--- config.mk ---
export PLATFORM = sky130hd
export DESIGN_NAME = ook_demod
export DESIGN_NICKNAME = d
export VERILOG_FILES = /design/src/logic/ook_pkg.sv /design/src/logic/sar_adc_ctrl.sv /design/src/logic/ook_demod.sv
export SDC_FILE = /design/constraint.sdc
export NUM_CORES = 1
export LEC_CHECK = 0
export BUFFER_PORTS_ARGS = -buffer_cell sky130_fd_sc_hd__buf_2
export CAP_MARGIN = 40
export CELL_PAD_IN_SITES_DETAIL_PLACEMENT = 1
export CELL_PAD_IN_SITES_GLOBAL_PLACEMENT = 1
export CORE_AREA = 2 2 343 345
export CTS_BUF_LIST = sky130_fd_sc_hd__clkbuf_16
export DETAILED_ROUTE_END_ITERATION = 7
export DIE_AREA = 0 0 345 347
export GPL_TIMING_DRIVEN = 0
export PLACE_DENSITY = 0.61
export SKIP_CTS_REPAIR_TIMING = 1
export SLEW_MARGIN = 20
export SYNTH_ARGS = -nofsm -noshare
export SYNTH_HDL_FRONTEND = slang
export SYNTH_SLANG_ARGS = --single-unit
--- constraint.sdc ---
create_clock -name clk_sys -period 71.7 [get_ports clk_sys]
set_clock_uncertainty 0.05 [all_clocks]
set_input_delay 7.17 -clock clk_sys [delete_from_list [all_inputs] [get_ports clk_sys]]
set_output_delay 7.17 -clock clk_sys [all_outputs]
set_load 0.005 [all_outputs]
--- src/logic/ook_pkg.sv ---
// Purpose: Shared constants and types for the on-off-keyed baseband demodulator.
// Assumes: 200 MHz system clock, 8-bit strength samples.
// Notes:   Configuration travels as one packed struct.
package ook_pkg;

    localparam int          CLK_HZ          = 200_000_000;
    localparam int          RATE_STEP_HZ    = 100;
    localparam logic [8:0]  RATE_MIN        = 9'h001;
    localparam logic [8:0]  RATE_MAX        = 9'h190;
    localparam logic [8:0]  RATE_DEFAULT    = 9'h018;
    localparam logic [7:0]  ZERO_RUN_MIN    = 8'h04;
    localparam logic [7:0]  ZERO_RUN_DEF    = 8'h1f;
    localparam logic [7:0]  SQUELCH_DEF     = 8'h28;
    localparam int          ADC_BITS        = 8;
    localparam int          CAL_TIME_US     = 100;
    localparam int          CAL_CYCLES      = CAL_TIME_US * (CLK_HZ / 1_000_000);
    localparam int          AVG_SHIFT       = 4;
    localparam int          NOISE_SHIFT     = 6;

    typedef enum logic
    {
        METHOD_MIDDLE,
        METHOD_AVERAGE
    } demod_method_t;

    typedef struct packed
    {
        logic [8:0]    rate;
        demod_method_t method;
        logic [7:0]    zero_run;
        logic          squelch_en;
        logic [7:0]    squelch_margin;
        logic          agc_en;
    } ook_cfg_t;

    localparam ook_cfg_t CFG_DEFAULT = '{
        rate:           RATE_DEFAULT,
        method:         METHOD_MIDDLE,
        zero_run:       ZERO_RUN_DEF,
        squelch_en:     1'b0,
        squelch_margin: SQUELCH_DEF,
        agc_en:         1'b1
    };

endpackage : ook_pkg

--- src/logic/sar_adc_ctrl.sv ---
// Purpose: Successive-approximation control for the 8-bit strength converter.
// Assumes: Comparator answer is valid one clock after the trial code changes.
// Notes:   One conversion costs two clocks per bit plus one.
`timescale 1ns/10ps
`default_nettype none
module sar_adc_ctrl
    import ook_pkg::*;
#(
    parameter int BITS = ADC_BITS
)
(
    input  wire logic            clk_sys,
    input  wire logic            nrst,
    input  wire logic            start,
    input  wire logic            cmp_high,
    output logic [BITS-1:0]      trial,
    output logic [BITS-1:0]      sample,
    output logic                 done
);

    typedef enum logic [1:0]
    {
        SAR_IDLE,
        SAR_SET,
        SAR_JUDGE
    } sar_state_t;

    sar_state_t          state;
    sar_state_t          next_state;
    logic [BITS-1:0]     bit_mask;
    logic [BITS-1:0]     next_bit_mask;
    logic [BITS-1:0]     next_trial;
    logic [BITS-1:0]     next_sample;
    logic                next_done;

    always_comb
    begin
        next_state    = state;
        next_bit_mask = bit_mask;
        next_trial    = trial;
        next_sample   = sample;
        next_done     = 1'b0;
        case (state)
            SAR_IDLE:
            begin
                if (start)
                begin
                    next_bit_mask = {1'b1, {(BITS-1){1'b0}}};
                    next_trial    = {1'b1, {(BITS-1){1'b0}}};
                    next_state    = SAR_SET;
                end
            end
            SAR_SET:
                // Wait one clock for the comparator to settle
                next_state = SAR_JUDGE;
            SAR_JUDGE:
            begin
                if (!cmp_high)
                    next_trial = trial & ~bit_mask;
                if (bit_mask[0])
                begin
                    next_sample = cmp_high ? trial : (trial & ~bit_mask);
                    next_done   = 1'b1;
                    next_state  = SAR_IDLE;
                end
                else
                begin
                    next_bit_mask = bit_mask >> 1;
                    next_trial    = (cmp_high ? trial : (trial & ~bit_mask)) | (bit_mask >> 1);
                    next_state    = SAR_SET;
                end
            end
            default:
                next_state = SAR_IDLE;
        endcase
    end

    always_ff @(posedge clk_sys or negedge nrst)
    begin
        if (!nrst)
        begin
            state    <= SAR_IDLE;
            bit_mask <= '0;
            trial    <= '0;
            sample   <= '0;
            done     <= 1'b0;
        end
        else
        begin
            state    <= next_state;
            bit_mask <= next_bit_mask;
            trial    <= next_trial;
            sample   <= next_sample;
            done     <= next_done;
        end
    end

endmodule : sar_adc_ctrl
`default_nettype wire

--- src/logic/ook_demod.sv ---
// Purpose: Digital baseband of the on-off-keyed receiver: strength slicing to a data pin.
// Assumes: Configuration is loaded from nonvolatile memory before reset release.
// Notes:   Analogue front end, gain loop and programming protocol live outside.
`timescale 1ns/10ps
`default_nettype none
module ook_demod
    import ook_pkg::*;
#(
    parameter int CAL_COUNT = CAL_CYCLES
)
(
    input  wire logic                clk_sys,
    input  wire logic                nrst,
    input  wire ook_cfg_t            cfg,
    input  wire logic                prog_select_n,
    input  wire logic [ADC_BITS-2:0] rssi_i,
    input  wire logic [ADC_BITS-2:0] rssi_q,
    output logic                     cal_start,
    input  wire logic                cal_done,
    output logic                     agc_enable,
    output logic                     rx_active,
    output logic                     data_out
);

    // ------------------------------------------------------------
    // Types and state
    // ------------------------------------------------------------
    typedef enum logic [1:0]
    {
        ST_CAL,
        ST_RUN,
        ST_HOLD
    } top_state_t;

    top_state_t          state;
    top_state_t          next_state;
    logic [31:0]         cal_cnt;
    logic [31:0]         next_cal_cnt;
    ook_cfg_t            live_cfg;
    ook_cfg_t            next_live_cfg;
    logic [8:0]          rate_clamped;
    logic [31:0]         bit_period;
    logic [31:0]         bit_cnt;
    logic [31:0]         next_bit_cnt;
    logic                bit_tick;
    logic [ADC_BITS-1:0] rssi_sum;
    logic [ADC_BITS-1:0] trial;
    logic [ADC_BITS-1:0] sample;
    logic                sample_done;
    logic                cmp_high;
    logic [ADC_BITS-1:0] peak;
    logic [ADC_BITS-1:0] next_peak;
    logic [ADC_BITS-1:0] floor_lvl;
    logic [ADC_BITS-1:0] next_floor_lvl;
    logic [ADC_BITS+AVG_SHIFT-1:0]   avg_acc;
    logic [ADC_BITS+AVG_SHIFT-1:0]   next_avg_acc;
    logic [ADC_BITS+NOISE_SHIFT-1:0] noise_acc;
    logic [ADC_BITS+NOISE_SHIFT-1:0] next_noise_acc;
    logic [ADC_BITS-1:0] threshold;
    logic [ADC_BITS:0]   squelch_sum;
    logic [ADC_BITS-1:0] squelch_lvl;
    logic [7:0]          zero_cnt;
    logic [7:0]          next_zero_cnt;
    logic [7:0]          zero_limit;
    logic                next_data_out;
    logic                bit_val;

    // ------------------------------------------------------------
    // Strength conversion
    // ------------------------------------------------------------
    assign rssi_sum = {1'b0, rssi_i} + {1'b0, rssi_q};
    assign cmp_high = (rssi_sum >= trial);

    sar_adc_ctrl #(
        .BITS     (ADC_BITS)
    ) u_sar (
        .clk_sys  (clk_sys),
        .nrst     (nrst),
        .start    (state != ST_CAL),
        .cmp_high (cmp_high),
        .trial    (trial),
        .sample   (sample),
        .done     (sample_done)
    );

    // ------------------------------------------------------------
    // Bit clock
    // ------------------------------------------------------------
    always_comb
    begin
        rate_clamped = live_cfg.rate;
        if (rate_clamped < RATE_MIN)
            rate_clamped = RATE_MIN;
        else if (rate_clamped > RATE_MAX)
            rate_clamped = RATE_MAX;
        bit_period = 32'(CLK_HZ / RATE_STEP_HZ) / {23'h0, rate_clamped};
    end

    assign bit_tick = (state != ST_CAL) && (bit_cnt >= bit_period - 32'h1);
    assign next_bit_cnt = (state == ST_CAL || bit_tick) ? 32'h0 : bit_cnt + 32'h1;

    // ------------------------------------------------------------
    // Threshold and squelch
    // ------------------------------------------------------------
    assign zero_limit = (live_cfg.zero_run < ZERO_RUN_MIN) ? ZERO_RUN_MIN
                                                          : live_cfg.zero_run;

    always_comb
    begin
        next_peak      = peak;
        next_floor_lvl = floor_lvl;
        next_avg_acc   = avg_acc;
        next_noise_acc = noise_acc;
        if (sample_done)
        begin
            if (sample > peak)
                next_peak = sample;
            if (sample < floor_lvl)
                next_floor_lvl = sample;
            // Leaky averages trade settle time for noise immunity
            next_avg_acc = avg_acc - (avg_acc >> AVG_SHIFT) + {{AVG_SHIFT{1'b0}}, sample};
            if (sample < noise_acc[ADC_BITS+NOISE_SHIFT-1:NOISE_SHIFT])
                next_noise_acc = noise_acc - (noise_acc >> NOISE_SHIFT)
                                 + {{NOISE_SHIFT{1'b0}}, sample};
            else if (~&noise_acc)
                // Saturate so a loud idle channel cannot wrap to zero
                next_noise_acc = noise_acc + 1'b1;
        end
        // Long zero run: forget the peak so a faded link re-acquires
        if (bit_tick && zero_cnt >= zero_limit)
        begin
            next_peak      = sample;
            next_floor_lvl = sample;
        end
    end

    always_comb
    begin
        if (live_cfg.method == METHOD_AVERAGE)
            threshold = avg_acc[ADC_BITS+AVG_SHIFT-1:AVG_SHIFT];
        else
            threshold = ADC_BITS'(({1'b0, peak} + {1'b0, floor_lvl}) >> 1);
        squelch_sum = {1'b0, noise_acc[ADC_BITS+NOISE_SHIFT-1:NOISE_SHIFT]}
                      + {1'b0, live_cfg.squelch_margin};
        if (!live_cfg.squelch_en)
            squelch_lvl = '0;
        else if (squelch_sum[ADC_BITS])
            squelch_lvl = '1;
        else
            squelch_lvl = squelch_sum[ADC_BITS-1:0];
        bit_val = (sample > threshold) && (sample > squelch_lvl);
    end

    // ------------------------------------------------------------
    // Control and output
    // ------------------------------------------------------------
    always_comb
    begin
        next_state    = state;
        next_cal_cnt  = cal_cnt;
        next_live_cfg = live_cfg;
        next_zero_cnt = zero_cnt;
        next_data_out = data_out;
        case (state)
            ST_CAL:
            begin
                // Configuration follows cfg on every calibration clock; it cannot change mid-reception
                next_live_cfg = cfg;
                if (cal_cnt < 32'(CAL_COUNT))
                    next_cal_cnt = cal_cnt + 32'h1;
                else if (cal_done)
                    next_state = ST_RUN;
            end
            ST_RUN, ST_HOLD:
            begin
                // Programming traffic never steers reception
                next_state = prog_select_n ? ST_RUN : ST_HOLD;
                if (bit_tick)
                begin
                    next_data_out = bit_val;
                    if (bit_val || zero_cnt >= zero_limit)
                        next_zero_cnt = '0;
                    else
                        next_zero_cnt = zero_cnt + 8'h1;
                end
            end
            default:
                next_state = ST_CAL;
        endcase
    end

    assign cal_start  = (state == ST_CAL);
    assign rx_active  = (state != ST_CAL);
    assign agc_enable = live_cfg.agc_en;

    always_ff @(posedge clk_sys or negedge nrst)
    begin
        if (!nrst)
        begin
            state     <= ST_CAL;
            cal_cnt   <= '0;
            live_cfg  <= CFG_DEFAULT;
            bit_cnt   <= '0;
            peak      <= '0;
            floor_lvl <= '1;
            avg_acc   <= '0;
            noise_acc <= '0;
            zero_cnt  <= '0;
            data_out  <= 1'b0;
        end
        else
        begin
            state     <= next_state;
            cal_cnt   <= next_cal_cnt;
            live_cfg  <= next_live_cfg;
            bit_cnt   <= next_bit_cnt;
            peak      <= next_peak;
            floor_lvl <= next_floor_lvl;
            avg_acc   <= next_avg_acc;
            noise_acc <= next_noise_acc;
            zero_cnt  <= next_zero_cnt;
            data_out  <= next_data_out;
        end
    end

endmodule : ook_demod
`default_nettype wire

==> run summary <==
Reg2Reg Depth - 453
Synth-to-Final Area Change - 30.4%
Via count - 38500
WS Path Type - reg -> reg
Fin. Hold Viols - 0
Routed length per instance - 19.7 um
Port-buffer cells - 49
Layout cell share with drive strength beyond 1 - 0.245
Synthesized netlist cell count - 4724
GRT Util Overall - 0.202
Worst-path maximum fanout - 10
Drt first pass iters - 5
Final WL - 135000 um
Sink Count - 172
Synth cell types - 135
Commonest cells post-synth - 463 x nor2_1, 395 x a21oi_1, 370 x nand2_1
Critical path's slowest cell - nor4_1
Max Clk Rate - 13.4 MHz
Worst stage delay on the critical path - 0.79 ns
Count leader, synth - nor2_1
Area share of the largest cell type after synthesis - 0.132
Area of the multi-input gates - 0.0316 mm2
Initial Util - 0.298
DR DRC count - 0
Vias in the first global route - 36600
Clock Tree Buf Depth - 2
Final Instance Area - 0.0450 mm2
Synth Warn # - 0
Final HPWL DP - 101000 um
RSZ-0062 raised after global routing - yes
H-tree lvl count - 4
GP Congestion - 0.856
Final WS setup - -2.79 ns
Required @ worst endpoint - 72.08 ns
Clock Pin Slew Worst Setup and Hold Paths - 0.09 ns
Rows - 125
Final setup viols - 57
Via density - 5.64
Flops & latches, synth - 172
Post-route insts no fill - 6820
Failing checks - setup timing
Nets - 5713
Synth area leader - ha_1
Post-DRT Antenna Nets - 0
Most frequent CP cell - a21oi_2
Syn Area/Cell - 7.30 um2
First-pass GRT wire length - 200000 um
Die Wd - 345 um
HP Class - reg -> reg
Gr ovfl total - 0
Critical Path Sink Type - flip-flop
Tcrit/Tclk final - 1.04
Status - complete, but fails checks
Num CTS Buffers - 17
CTS tree - done
Slew @ Worst Pin - 1.15 ns
Post-synth top flop - dfrtp_1
Worst slew margin - 0.236
CTS Root Buffer Type - clkbuf_16
Synth area leaders - ha_1 13%, dfrtp_1 11%, a21oi_1 5.7%
Post-synth EDFFs - 0
CP arrival - 74.87 ns
Fillers - 14100
Die Height - 347 um
Area after DPL - 0.0377 mm2
Clk_lat worst skew - 0.52 ns
Hold path cells - 1
Crit path time final - 74.49 ns
I/O pin count - 50
Sequential fraction of the synthesis area - 0.125
WHS - 0.402 ns
Final setup TNS - -150.30 ns
Register area - 0.00433 mm2
Diode count - 0
Max Cap Viol - 0
Count of final max-slew check failures - 0
Largest net degree at the start of global routing - 66
Placed Cells incl. Taps - 6319
Syn nets - 5154
Startpoint types - flip-flop
Die ar. - 0.120 mm2
Async S/R FF share, synth - 1.00
Initial antenna violation count - 1
Syn Std Cell Area - 0.0345 mm2
Area of the core - 0.116 mm2
1st-iter DRT viols - 1952
logic make-up (layout without fill, tap and decap cells):
logic type / after synthesis / after routing / synth area share
muxes: 119 / 119 / 0.0372
xor gates and xnor gates: 319 / 319 / 0.0812
buffers and inverters: 397 / 967 / 0.0451
DFF: 172 / 172 / 0.125
other: 2 / 2 / 0.000218
adders and majority gates: 384 / 384 / 0.143
AOI/OAI and AO/OA: 1551 / 1551 / 0.300
and+or+nand+nor: 1780 / 1782 / 0.267
metal layers:
metal,share of wire,up-vias,global-route usage
met5,0.00015,-,0
met4,0.021,2,0.0390
met3,0.022,163,0.0170
met2,0.50,526,0.358
met1,0.46,19100,0.267
li1,-,18700,-
critical path, delay by kind of cell, from the launching register on:
kind                       cells  cell delay [ns]
DFF                            1             0.60
buffers and inverters         56             7.92
AOI/OAI and AO/OA            202            32.59
xor gates and xnor gates       1             0.19
adders and majority gates     32             8.35
muxes                          5             1.42
and+or+nand+nor              157            22.96
cell type report:
class                      instances  area share
sequential                       172      0.0963
timing repair buffer             544      0.0974
buffer                           165      0.0284
tap                             1524      0.0424
clock inverter                    15     0.00395
multi-input combinational       4157       0.701
inverter                         226      0.0206
clock buffer                      17     0.00945
stage by stage:
stage           util  setup WS [ns]
2_1_floorplan      -         0.0267
3_3_place_gp   0.323         -17.37
3_5_place_dp   0.326         -17.58
4_1_cts        0.331         -17.95
5_1_grt        0.389          -7.04
6_report       0.389          -2.79
cells in the final DEF, fill, tap and decap left out, types with 46 or more instances in the layout:
cell / Yosys / final
nand2b_1: 103 / 100
nand2_1: 370 / 337
nor2b_1: 83 / 73
inv_1: 212 / 196
a21oi_2: 1 / 57
buf_4: 3 / 439
a21oi_1: 395 / 319
xor2_1: 128 / 128
clkbuf_1: 113 / 66
nand3_1: 144 / 137
nand4_1: 74 / 74
mux2_2: 66 / 62
buf_2: 43 / 85
xnor2_1: 190 / 188
nor3_1: 126 / 114
o21ai_0: 315 / 236
ha_1: 365 / 310
a21o_1: 138 / 138
and3_1: 66 / 56
buf_6: 0 / 49
and2_1: 51 / 46
o31ai_1: 58 / 52
nor2_1: 463 / 409
o21ai_1: 37 / 71
nor4_1: 54 / 51
dfrtp_1: 154 / 152
or3_1: 58 / 52
o21a_1: 90 / 86
sequential cells by signal, summed over array words and instances, names as in the netlist:
register	cells
bit_cnt	32
cal_cnt	32
live_cfg	27
noise_acc	14
avg_acc	12
floor_lvl	8
peak	8
u_sar.bit_mask	8
u_sar.sample	8
u_sar.trial	8
zero_cnt	8
state	2
u_sar.state	2
agc_enable	1
data_out	1
u_sar.done	1
path summary, 6_finish.rpt:
check | startpoint | end | slack, ns
worst max-delay path | live_cfg[23] | floor_lvl[7] | -2.79
min in group asynchronous | nrst | noise_acc[3] | 6.51
max in group asynchronous | nrst | bit_cnt[12] | 64.05
worst min register to register | cal_cnt[31] | cal_cnt[31] | 0.40
worst max register to register | live_cfg[23] | floor_lvl[7] | -2.79
worst min-delay path | cal_cnt[31] | cal_cnt[31] | 0.40
Power is left out: the tool's default activity adds up to more than one toggle a clock period on the data nets, which glitch-free logic cannot reach.
